--- src/hw/swic_pkg.sv ---
// Purpose: constants for the standby, wake and interrupt controller
// Assumes: 32-bit APB, word-aligned registers
// Notes:   offsets are byte addresses
package swic_pkg;
  localparam int          SWIC_NSRC       = 5;
  // source index: 0 pin, 1 timer0, 2 timer1, 3 interval, 4 serial
  localparam int          SWIC_SRC_PIN    = 0;
  localparam int          SWIC_SRC_TM0    = 1;
  localparam int          SWIC_SRC_TM1    = 2;
  localparam int          SWIC_SRC_ITM    = 3;
  localparam int          SWIC_SRC_SIO    = 4;
  // register offsets
  localparam logic [11:0] SWIC_REQ_OFF    = 12'h000;
  localparam logic [11:0] SWIC_EN_OFF     = 12'h004;
  localparam logic [11:0] SWIC_EDGE_OFF   = 12'h008;
  localparam logic [11:0] SWIC_CMD_OFF    = 12'h00c;
  localparam logic [11:0] SWIC_STAT_OFF   = 12'h010;
  localparam logic [11:0] SWIC_TM1_OFF    = 12'h014;
  localparam logic [11:0] SWIC_ACK_OFF    = 12'h018;
  // command register fields
  localparam int          SWIC_CMD_OP_LSB = 0;
  localparam int          SWIC_CMD_CODE_LSB = 4;
  localparam logic [2:0]  SWIC_CMD_EI     = 3'h1;
  localparam logic [2:0]  SWIC_CMD_DI     = 3'h2;
  localparam logic [2:0]  SWIC_CMD_HALT   = 3'h3;
  localparam logic [2:0]  SWIC_CMD_STOP   = 3'h4;
  // operand bits
  localparam int          SWIC_OP_IRQ     = 3;
  localparam int          SWIC_OP_TM1     = 1;
  localparam int          SWIC_OP_RLS     = 0;
  // reset values
  localparam logic [4:0]  SWIC_REQ_RST    = 5'h0c;
  localparam logic [7:0]  SWIC_TM1N_RST   = 8'hff;
  localparam logic [1:0]  SWIC_TM1M_RST   = 2'h1;
  // post-reset wait: 256 ticks of clock/128
  localparam int          SWIC_RST_TICKS  = 256;
  localparam int          SWIC_RST_DIV    = 128;
  localparam logic [15:0] SWIC_VEC_BASE   = 16'h0005;
  localparam logic [15:0] SWIC_VEC_RESET  = 16'h0000;
  typedef enum logic [2:0] {
    SWIC_RUN   = 3'b000,
    SWIC_HALT  = 3'b001,
    SWIC_STOP  = 3'b010,
    SWIC_WAIT  = 3'b011,
    SWIC_DEAD  = 3'b100
  } swic_state_e;
endpackage

--- src/hw/swic_ctrl.sv ---
// Purpose: interrupt flags, standby modes and wake sequencing
// Assumes: single clock; pins pass two flip-flops; apb slave, 0 waits
// Notes:   oscillator stop shown as osc_stop output; clock gating outside
//
// Register access over APB and the register offsets are this design's own decisions.
`timescale 1ns/10ps
module swic_ctrl
  import swic_pkg::*;
#(
  parameter int RST_TICKS = SWIC_RST_TICKS,
  parameter int RST_DIV   = SWIC_RST_DIV
) (
  input  wire logic        pclk,
  input  wire logic        presetn,
  input  wire logic        psel,
  input  wire logic        penable,
  input  wire logic        pwrite,
  input  wire logic [11:0] paddr,
  input  wire logic [31:0] pwdata,
  output logic      [31:0] prdata,
  output logic             pready,
  output logic             pslverr,
  input  wire logic        ext_int_pin,
  input  wire logic        standby_release_pin_n,
  input  wire logic        timer0_match,
  input  wire logic        timer1_match,
  input  wire logic        interval_timer_ovf,
  input  wire logic        serial_done,
  input  wire logic        timer0_pin_clock,
  input  wire logic        serial_ext_clock,
  input  wire logic        irq_enter,
  output logic             cpu_clk_gate,
  output logic             osc_stop,
  output logic             timer0_hold,
  output logic             timer1_clear,
  output logic             interval_timer_hold,
  output logic             serial_hold,
  output logic             converter_clear,
  output logic             pins_force_input,
  output logic             soft_reset,
  output logic             cpu_run,
  output logic             restart_valid,
  output logic      [15:0] restart_addr,
  output logic             irq_take,
  output logic      [15:0] irq_vector
);
  initial begin
    if (RST_TICKS < 1 || RST_DIV < 1) $error("swic_ctrl: bad wait");
  end

  localparam logic [23:0] RST_WAIT = 24'(RST_TICKS * RST_DIV);

  // returns highest-priority pending index, pin first
  function automatic logic [2:0] swic_pick(input logic [4:0] p);
    logic [2:0] r;
    r = 3'd0;
    for (int i = SWIC_NSRC - 1; i >= 0; i--) begin
      if (p[i]) begin
        r = 3'(i);
      end
    end
    return r;
  endfunction

  // two-flop synchronisers for pin inputs
  logic [1:0] int_s;
  logic [1:0] rls_s;
  logic       int_d;
  always_ff @(posedge pclk or negedge presetn) begin
    if (!presetn) begin
      int_s <= 2'h0;
      rls_s <= 2'h3;
      int_d <= 1'b0;
    end else begin
      int_s <= {int_s[0], ext_int_pin};
      rls_s <= {rls_s[0], standby_release_pin_n};
      int_d <= int_s[1];
    end
  end
  logic rls_low;
  logic int_edge;
  assign rls_low = ~rls_s[1];

  logic [4:0]  source_request_flags;
  logic [4:0]  source_enable_flags;
  logic [1:0]  edge_sel;
  logic        global_accept_flag;
  logic [3:0]  op;
  logic [7:0]  tm1_n;
  logic [1:0]  tm1_m;
  logic [23:0] wcnt;
  logic [15:0] ret_addr;
  logic        ret_valid;
  swic_state_e state;

  logic [4:0]  next_req;
  logic [4:0]  next_en;
  logic [1:0]  next_edge;
  logic        next_accept;
  logic [3:0]  next_op;
  logic [7:0]  next_tm1_n;
  logic [1:0]  next_tm1_m;
  logic [23:0] next_wcnt;
  logic [15:0] next_ret_addr;
  logic        next_ret_valid;
  swic_state_e next_state;

  logic        wr;
  logic        rd;
  logic [2:0]  cmd;
  logic [3:0]  cmd_op;
  logic [4:0]  pend;
  logic        wake_irq;
  logic        wake_light;
  logic        wake_deep;
  logic        light_block;
  logic        deep_block;
  logic [2:0]  top;
  logic [23:0] deep_wait;

  assign wr     = psel & penable & pwrite;
  assign rd     = psel & ~pwrite;
  assign cmd    = pwdata[SWIC_CMD_CODE_LSB +: 3];
  assign cmd_op = pwdata[SWIC_CMD_OP_LSB +: 4];
  // edge select 00 none, 01 rising, 10 falling, 11 both
  assign int_edge = (edge_sel[0] & int_s[1] & ~int_d)
                  | (edge_sel[1] & ~int_s[1] & int_d);
  assign pend   = source_request_flags & source_enable_flags;
  assign top    = swic_pick(pend);
  assign wake_irq = |pend;
  // timer1 forced wake ignores its enable, light standby only
  assign wake_light = (op[SWIC_OP_IRQ] & wake_irq)
                    | (op[SWIC_OP_TM1] & source_request_flags[SWIC_SRC_TM1])
                    | (op[SWIC_OP_RLS] & rls_low);
  // timer1 excluded from deep wake
  assign wake_deep = (op[SWIC_OP_IRQ]
                      & |(pend & ~(5'h1 << SWIC_SRC_TM1)))
                   | (op[SWIC_OP_RLS] & rls_low);
  assign light_block = (cmd_op[SWIC_OP_IRQ] & wake_irq)
                     | (cmd_op[SWIC_OP_TM1]
                        & source_request_flags[SWIC_SRC_TM1])
                     | (cmd_op[SWIC_OP_RLS] & rls_low);
  assign deep_block  = (cmd_op[SWIC_OP_IRQ] & wake_irq)
                     | (cmd_op[SWIC_OP_RLS] & rls_low);
  assign deep_wait = 24'(tm1_n) * 24'(11'h1 << (3 * tm1_m));

  always_comb begin
    next_req       = source_request_flags;
    next_en        = source_enable_flags;
    next_edge      = edge_sel;
    next_accept    = global_accept_flag;
    next_op        = op;
    next_tm1_n     = tm1_n;
    next_tm1_m     = tm1_m;
    next_wcnt      = wcnt;
    next_ret_addr  = ret_addr;
    next_ret_valid = 1'b0;
    next_state     = state;
    // taken interrupt clears its flag; new events win below
    if (irq_enter && global_accept_flag && wake_irq) begin
      next_req[top] = 1'b0;
    end
    if (wr && paddr == SWIC_REQ_OFF) begin
      next_req = source_request_flags & pwdata[4:0];
    end
    if (wr && paddr == SWIC_EN_OFF) begin
      next_en = pwdata[4:0];
    end
    if (wr && paddr == SWIC_EDGE_OFF) begin
      next_edge = pwdata[1:0];
    end
    if (wr && paddr == SWIC_TM1_OFF) begin
      next_tm1_n = pwdata[7:0];
      next_tm1_m = pwdata[9:8];
    end
    unique case (state)
      SWIC_RUN: begin
        if (wr && paddr == SWIC_CMD_OFF) begin
          if (cmd == SWIC_CMD_EI) begin
            next_accept = 1'b1;
          end else if (cmd == SWIC_CMD_DI) begin
            next_accept = 1'b0;
          end else if (cmd == SWIC_CMD_HALT && !light_block) begin
            next_op    = cmd_op;
            next_state = SWIC_HALT;
          end else if (cmd == SWIC_CMD_STOP && !deep_block) begin
            next_op    = cmd_op;
            // zero operand: only reset leaves
            next_state = (cmd_op == 4'h0) ? SWIC_DEAD : SWIC_STOP;
          end
        end
      end
      SWIC_HALT: begin
        if (wake_light) begin
          next_state     = SWIC_RUN;
          next_ret_valid = 1'b1;
          next_ret_addr  = 16'h0000; // continue
          if (pend != 5'h0 && global_accept_flag) begin
            next_ret_addr = SWIC_VEC_BASE - 16'(top);
          end
        end
      end
      SWIC_STOP: begin
        if (wake_deep) begin
          next_state    = SWIC_WAIT;
          next_wcnt     = deep_wait;
          next_ret_addr = 16'h0000;
          if (op[SWIC_OP_IRQ] && wake_irq && global_accept_flag) begin
            next_ret_addr = SWIC_VEC_BASE - 16'(top);
          end
        end
      end
      SWIC_WAIT: begin
        if (wcnt <= 24'h1) begin
          next_state     = SWIC_RUN;
          next_ret_valid = 1'b1;
        end else begin
          next_wcnt = wcnt - 24'h1;
        end
      end
      SWIC_DEAD: begin
        next_accept = 1'b0;
        next_req    = SWIC_REQ_RST;
        next_en     = 5'h0;
        next_edge   = 2'h0;
      end
      default: next_state = SWIC_RUN;
    endcase
    // hardware set wins over any clear
    if (int_edge) next_req[SWIC_SRC_PIN] = 1'b1;
    if (timer0_match) next_req[SWIC_SRC_TM0] = 1'b1;
    if (timer1_match && state != SWIC_STOP) begin
      next_req[SWIC_SRC_TM1] = 1'b1;
    end
    if (interval_timer_ovf && state != SWIC_STOP) begin
      next_req[SWIC_SRC_ITM] = 1'b1;
    end
    if (serial_done) next_req[SWIC_SRC_SIO] = 1'b1;
  end

  always_ff @(posedge pclk or negedge presetn) begin
    if (!presetn) begin
      source_request_flags <= SWIC_REQ_RST;
      source_enable_flags  <= 5'h0;
      edge_sel             <= 2'h0;
      global_accept_flag   <= 1'b0;
      op                   <= 4'h0;
      tm1_n                <= SWIC_TM1N_RST;
      tm1_m                <= SWIC_TM1M_RST;
      wcnt                 <= RST_WAIT;
      ret_addr             <= SWIC_VEC_RESET;
      ret_valid            <= 1'b0;
      state                <= SWIC_WAIT;
    end else begin
      source_request_flags <= next_req;
      source_enable_flags  <= next_en;
      edge_sel             <= next_edge;
      global_accept_flag   <= next_accept;
      op                   <= next_op;
      tm1_n                <= next_tm1_n;
      tm1_m                <= next_tm1_m;
      wcnt                 <= next_wcnt;
      ret_addr             <= next_ret_addr;
      ret_valid            <= next_ret_valid;
      state                <= next_state;
    end
  end

  // read path registered; accept flag deliberately not readable
  logic [31:0] next_prdata;
  always_comb begin
    next_prdata = prdata;
    if (rd && !penable) begin
      unique case (paddr)
        SWIC_REQ_OFF:  next_prdata = {27'h0, source_request_flags};
        SWIC_EN_OFF:   next_prdata = {27'h0, source_enable_flags};
        SWIC_EDGE_OFF: next_prdata = {30'h0, edge_sel};
        SWIC_STAT_OFF: next_prdata = {25'h0, state, op};
        SWIC_TM1_OFF:  next_prdata = {22'h0, tm1_m, tm1_n};
        default:       next_prdata = 32'h0;
      endcase
    end
  end
  always_ff @(posedge pclk or negedge presetn) begin
    if (!presetn) begin
      prdata <= 32'h0;
    end else begin
      prdata <= next_prdata;
    end
  end
  assign pready  = 1'b1;
  assign pslverr = 1'b0;

  logic deep;
  assign deep = (state == SWIC_STOP) || (state == SWIC_DEAD);
  assign cpu_clk_gate        = (state != SWIC_RUN);
  assign cpu_run             = (state == SWIC_RUN);
  assign osc_stop            = deep;
  assign timer0_hold         = deep & ~timer0_pin_clock;
  assign timer1_clear        = deep;
  assign interval_timer_hold = deep;
  assign serial_hold         = deep & ~serial_ext_clock;
  assign converter_clear     = deep;
  assign pins_force_input    = (state == SWIC_DEAD);
  assign soft_reset          = (state == SWIC_DEAD);
  assign restart_valid       = ret_valid;
  assign restart_addr        = ret_addr;
  assign irq_take   = global_accept_flag & wake_irq & cpu_run;
  assign irq_vector = SWIC_VEC_BASE - 16'(top);
endmodule

--- config.mk ---
export PLATFORM = sky130hd
export DESIGN_NAME = swic_ctrl
export DESIGN_NICKNAME = d
export VERILOG_FILES = /design/src/hw/swic_pkg.sv /design/src/hw/swic_ctrl.sv
export SDC_FILE = /design/constraint.sdc
export NUM_CORES = 1
export LEC_CHECK = 0
export BUFFER_PORTS_ARGS = -buffer_cell sky130_fd_sc_hd__buf_2
export CAP_MARGIN = 20
export CORE_MARGIN = 2
export CORE_UTILIZATION = 45
export CTS_CLUSTER_DIAMETER = 50
export DETAILED_ROUTE_END_ITERATION = 10
export GPL_ROUTABILITY_DRIVEN = 0
export PLACE_DENSITY_LB_ADDON = 0.25
export SYNTH_ARGS = -nofsm -noshare
export SYNTH_HDL_FRONTEND = slang
export SYNTH_SLANG_ARGS = --single-unit
--- constraint.sdc ---
create_clock -name pclk -period 4.87 [get_ports pclk]
set_input_delay 0.2435 -clock pclk [delete_from_list [all_inputs] [get_ports pclk]]
set_output_delay 0.2435 -clock pclk [all_outputs]
set_load 0.05 [all_outputs]
======== Word-level counts from Yosys, hierarchy flattened ========
Cells that the tools add are included.
cells by class
  add/subtract/negate cells ............... 2
  $mul .................................... 2
  $lt $le $gt $ge ......................... 3
  eq/ne operators ......................... 23
  shift operators ......................... 1
  mux-type cells .......................... 47
  bitwise operators ....................... 38
  reduce and logical (&&, ||, !) cells .... 43
operator list
  operator                                                          count
  2-to-1 mux 16 bit                                                 4
  case mux 10 bit (5 select lines)                                  1
  2-to-1 mux 24 bit                                                 2
  case mux 24 bit (2 select lines)                                  1
  2-to-1 mux 3 bit                                                  14
  case mux 16 bit (2 select lines)                                  1
  2-to-1 mux 5 bit                                                  5
  equality test 12 x 4 -> 1 bit (second input constant)             2
  equality test 12 x 5 -> 1 bit (second input constant)             2
  less-or-equal comparator 24 x 1 -> 1 bit (second input constant)  1
  multiplier 8 x 24 -> 24 bit                                       1
  left shift 1 x 4 -> 24 bit (first input constant)                 1
  subtractor 24 x 1 -> 24 bit (second input constant)               1
  nonzero test 4 bit                                                5
  AND 1 bit                                                         18
  logical AND 1 bit                                                 16
  AND 5 bit                                                         3
  case mux 3 bit (5 select lines)                                   1
  equality test 12 x 3 -> 1 bit (second input constant)             1
  equality test 3 x 2 -> 1 bit (second input constant)              4
  zero test 12 bit                                                  1
  != test 2 bit (second input constant)                             6
  nonzero test 2 bit                                                6
  2-to-1 mux 1 bit                                                  11
  27 further kinds                                                  51
word-level totals
  flip-flop bits (word level) ............. 108
  word-level logic and storage cells ...... 178

======== Depth between registers and ports, before layout ========
  word-level depth ........................ 16
  depth in mapped cells ................... 12
  gate-level depth less buffers ........... 12

======== Worst setup path before layout ========
No wires, ideal clock.
  path kind ............................... reg2reg
  start ................................... register tm1_m[0]
  end ..................................... register wcnt[17]
  library setup time ...................... 145 ps
  arrival ................................. 3455 ps
  required time ........................... 4725 ps
  slack ................................... 1270 ps
  cell stages (with the launch flop) ...... 13
  buffers on the path ..................... 0
  path through ............................ dfstp_2 > nor2b_1 > and2_1 > ha_1 > fa_1 > ha_1 > ha_1 > nor3_1 > a211oi_1 > a31o_2 > a211o_1 > o311ai_0 > o211ai_1
on the way
  cells in the longest elaborated chain, start to end .. 5
RTL lines
  item                              RTL line          RTL
  start, declared                   swic_ctrl.sv:90   logic [1:0] tm1_m;
  start signal, assigned            swic_ctrl.sv:261  tm1_m <= next_tm1_m;
  multiplier 2 x 2 -> 4 bit         swic_ctrl.sv:145  assign deep_wait = 24'(tm1_n) * 24'(11'h1 << (3 * tm1_m));
  left shift 1 x 4 -> 24 bit        swic_ctrl.sv:145
  multiplier 8 x 24 -> 24 bit       swic_ctrl.sv:145
  2-to-1 mux 24 bit                 swic_ctrl.sv:204  if (wake_deep) begin
  case mux 24 bit (2 select lines)  swic_ctrl.sv:176  unique case (state)
  end signal, assigned              swic_ctrl.sv:262  wcnt <= next_wcnt;
  end, declared                     swic_ctrl.sv:91   logic [23:0] wcnt;
Every way passes these cells. The select of a mux whose other input is x is not followed.
A chain may end at the register's enable or synchronous reset.

======== Final worst setup path ========
Same ends and word-level chain as after synthesis.

==> qor.txt <==
Maximum number of pins on one net before global-route repair = 75
Mean routed wirelength per cell = 16.29 microns
Number of gates resized after CTS = 0
Number of primary I/O pins = 136
Placed Area = 5808 sq um
Number of endpoints with negative hold slack in the final report = 0
Clk Tree Root Cell = sky130_fd_sc_hd__clkbuf_16
Vertical extent of the die = 115.0 microns
Number of vias in the routed layout = 4,664
Worst path max stage delay = 620 ps
Hold Worst Slack = 45.48 ps
Final-layout setup total negative slack = 0 ps
Wire length of the first global-routing pass = 22,390 microns
Port Buffers = 89
Number of synthesis warnings = 0
Total number of placement rows = 40
Slew of the pin with the lowest slew margin = 946.5 ps
Post-route cell area = 6138 sq um
# setup viols final = 0
Ordered list of cells on the worst path = nor2b_1 -> and2_1 -> ha_1 -> fa_1 -> ha_1 -> ha_1 -> nor3_1 -> a211oi_1 -> a31o_2 -> a211o_1 -> o311ai_0 -> o211ai_1
H-Tree Depth = 3
Area of the die = 13,220 sq um
Type of destination of the critical path = flop
Fraction of layout instances using a drive strength above 1 = 23.13%
First-pass DRT Iterations = 5
Final Slew Violations = 0
Number of antenna violations at the first check in global routing = 0
Normalized max-slew margin = 36.90%
Num CTS Buffers = 9
GRT Util Overall = 21.32%
Setup repair after global routing missed its margin = no
Main flop type after synthesis = sky130_fd_sc_hd__dfrtp_1
CP delay by family, top = adder cells
Max-Cap Viols = 0
Final routed wirelength across all metal layers = 13,310 microns
Clock sink total = 74
Critical path start-end classification = reg -> reg
Half-perimeter wire length of the detailed placement result = 9825 microns
Worst min-delay path category = in -> async
CTS tree = done
Maximum achievable frequency = 244.9 MHz
Commonest non-fill, non-tap cell in the layout = sky130_fd_sc_hd__buf_2
Number of flops mapped to enable cells by yosys = 0
Sequential cell area fraction in the yosys report = 33.78%
Maximum fanout encountered on the critical timing path = 13
Worst skew pair latency = 340 ps
Wire length on met2 = 6758 microns
Effective utilization at floorplan = 46.14%
Most repeated library cell on the critical path = sky130_fd_sc_hd__ha_1
Clock transition time at the flip-flop clock pins of the worst setup and hold paths = 60 ps
Diodes inserted = 0
Static power due to leakage = 3.185 nW
Power density normalized to cell area = 232.5 nW/um^2
Die X-Extent = 115.0 microns
Number of DRC violations after detailed routing = 0
Number of global-route vias before repair = 4,691
Total overflow reported by the global router = 0
Final net count = 772
Post-synthesis instance area = 5542 sq um
Status = complete, no violations
Part of the cycle the worst path needs = 83.86%
Bufs on Longest Clock Path = 2
First DRT Iteration DRCs = 250
Total routed wire length on the met1 layer = 5616 microns
Slowest library cell on the worst path = sky130_fd_sc_hd__dfstp_2
Area inside the core boundary = 12,010 sq um
Worst Path Arrival = 4290 ps
Avg Inst Size Synth = 9.085 sq um
Buf+Inv Stages, Crit Path = 0
Highest ir drop seen on vdd = 0.0002059 V
Async set-reset flop share out of synthesis = 100.0%
Number of buffers inserted by post-CTS setup repair = 0
Post-detailed-route count of antenna-violating nets = 0
Clk_skew = 8.370 ps
Critical Path RT = 5080 ps
Number of storage elements in the synthesis netlist = 74
Shortest period the worst path allows = 4084 ps
Area growth from synthesis to layout = 10.77%
Top metal layer carrying routed signals = met4
Category of the worst setup path launch point = flop
Count of unique library cells instantiated by Yosys = 66
Synthesized instance count = 610
Met3 Wirelength = 679 microns
Vias/cell = 5.709
Most frequent cells in the layout = sky130_fd_sc_hd__buf_2 (88), sky130_fd_sc_hd__dfrtp_1 (58), sky130_fd_sc_hd__nor2_1 (50)
-- final timing paths --
kind,start,end,slack (ps),cells past startpoint
setup / recovery,tm1_m[0],wcnt[17],790,12
hold / removal,presetn,wcnt[17],50,1
setup reg to reg,tm1_m[0],wcnt[17],790,12
hold reg to reg,int_s[0],int_s[1],350,0
max in group asynchronous,presetn,int_s[0],4220,1
min in group pclk,timer0_match,source_request_flags[1],90,2
-- cells in the mapped netlist (5+ instances only) --
cell type | instances | share of area, %
sky130_fd_sc_hd__nand4_1 | 5 | 0.56
sky130_fd_sc_hd__or2_2 | 5 | 0.56
sky130_fd_sc_hd__xnor2_1 | 7 | 1.1
sky130_fd_sc_hd__clkbuf_1 | 17 | 1.2
sky130_fd_sc_hd__a21oi_1 | 31 | 2.8
sky130_fd_sc_hd__dfrtp_1 | 58 | 26
sky130_fd_sc_hd__nand3_1 | 19 | 1.7
sky130_fd_sc_hd__a31oi_1 | 11 | 1.2
sky130_fd_sc_hd__or3_1 | 9 | 1.0
sky130_fd_sc_hd__xor2_1 | 5 | 0.79
sky130_fd_sc_hd__and3_1 | 15 | 1.7
sky130_fd_sc_hd__nor2_1 | 50 | 3.4
sky130_fd_sc_hd__nand2_1 | 35 | 2.4
sky130_fd_sc_hd__and2_1 | 23 | 2.6
sky130_fd_sc_hd__o211ai_1 | 5 | 0.68
sky130_fd_sc_hd__a21o_1 | 6 | 0.81
sky130_fd_sc_hd__mux2i_1 | 11 | 2.0
sky130_fd_sc_hd__a22oi_1 | 6 | 0.81
sky130_fd_sc_hd__o22ai_1 | 5 | 0.56
sky130_fd_sc_hd__dfstp_2 | 16 | 7.6
sky130_fd_sc_hd__mux2_2 | 20 | 4.1
sky130_fd_sc_hd__buf_4 | 52 | 7.0
sky130_fd_sc_hd__nor4_1 | 8 | 0.90
sky130_fd_sc_hd__fa_1 | 5 | 1.8
sky130_fd_sc_hd__o21ai_0 | 32 | 2.9
sky130_fd_sc_hd__nor2b_1 | 10 | 1.1
sky130_fd_sc_hd__ha_1 | 44 | 9.9
sky130_fd_sc_hd__nor3_1 | 14 | 1.3
sky130_fd_sc_hd__inv_1 | 16 | 1.1
-- stage by stage --
stage,instances,setup slack [ps],total power [W],util (%)
after global routing,817,552.3,0.001473,51.10
after floorplan,632,1270,0.0007169,-
after CTS,817,750.4,0.001445,51.10
final,817,786.1,0.001427,51.10
after detailed placement,799,762.3,0.0007418,48.35
after global placement,799,893.1,0.0007405,48.35
-- final cells by class --
| type | instances | area (sq um) |
|---|---|---|
| Multi-Input combinational cell | 470 | 3226 |
| Timing Repair Buffer | 93 | 483.0 |
| Clock inverter | 6 | 71.32 |
| Tap cell | 147 | 183.9 |
| Fill cell | 1150 | 5873 |
| Inverter | 17 | 63.81 |
| Clock buffer | 10 | 239.0 |
| Sequential cell | 74 | 1872 |
-- layer usage --
layer	vias up	GRT usage, %
met5	-	0
met4	0	6.988
met1	2247	25.70
li1	2255	-
met2	142	37.80
met3	20	4.639
-- power by group --
| part | switching [W] | internal (W) |
|---|---|---|
| Clock | 0.000280 | 0.000415 |
| Sequential | 0.00000278 | 0.000621 |
| Combinational | 0.0000860 | 0.0000216 |
-- flip-flops by register name (all words and copies together) (netlist names) --
| name | count |
|---|---|
| source_enable_flags | 5 |
| wcnt | 24 |
| source_request_flags | 5 |
| state | 3 |
| tm1_n | 8 |
| edge_sel | 2 |
| int_d | 1 |
| global_accept_flag | 1 |
| restart_addr | 4 |
| prdata | 10 |
| restart_valid | 1 |
| rls_s | 2 |
| op | 4 |
| tm1_m | 2 |
| int_s | 2 |
-- repair_timing --
item / CTS / global route
endpoints found under the setup margin: 0 / 0
hold endpoints to repair: 2 / 0
hold buffers: 2 / 0
-- logic make-up (layout without fill, tap and decap cells) --
group                      after synthesis  after routing  synth area share, %
and+or+nand+nor                        220            220                21.29
AOI/OAI and AO/OA                      134            134                15.60
buffers and inverters                   88            126                9.505
DFF                                     74             74                33.78
adders and majority gates               49             49                11.74
muxes                                   31             31                6.051
xor gates and xnor gates                12             12                1.897
other                                    2             24               0.1355
No activity file was read; power rests on OpenSTA's default activity.
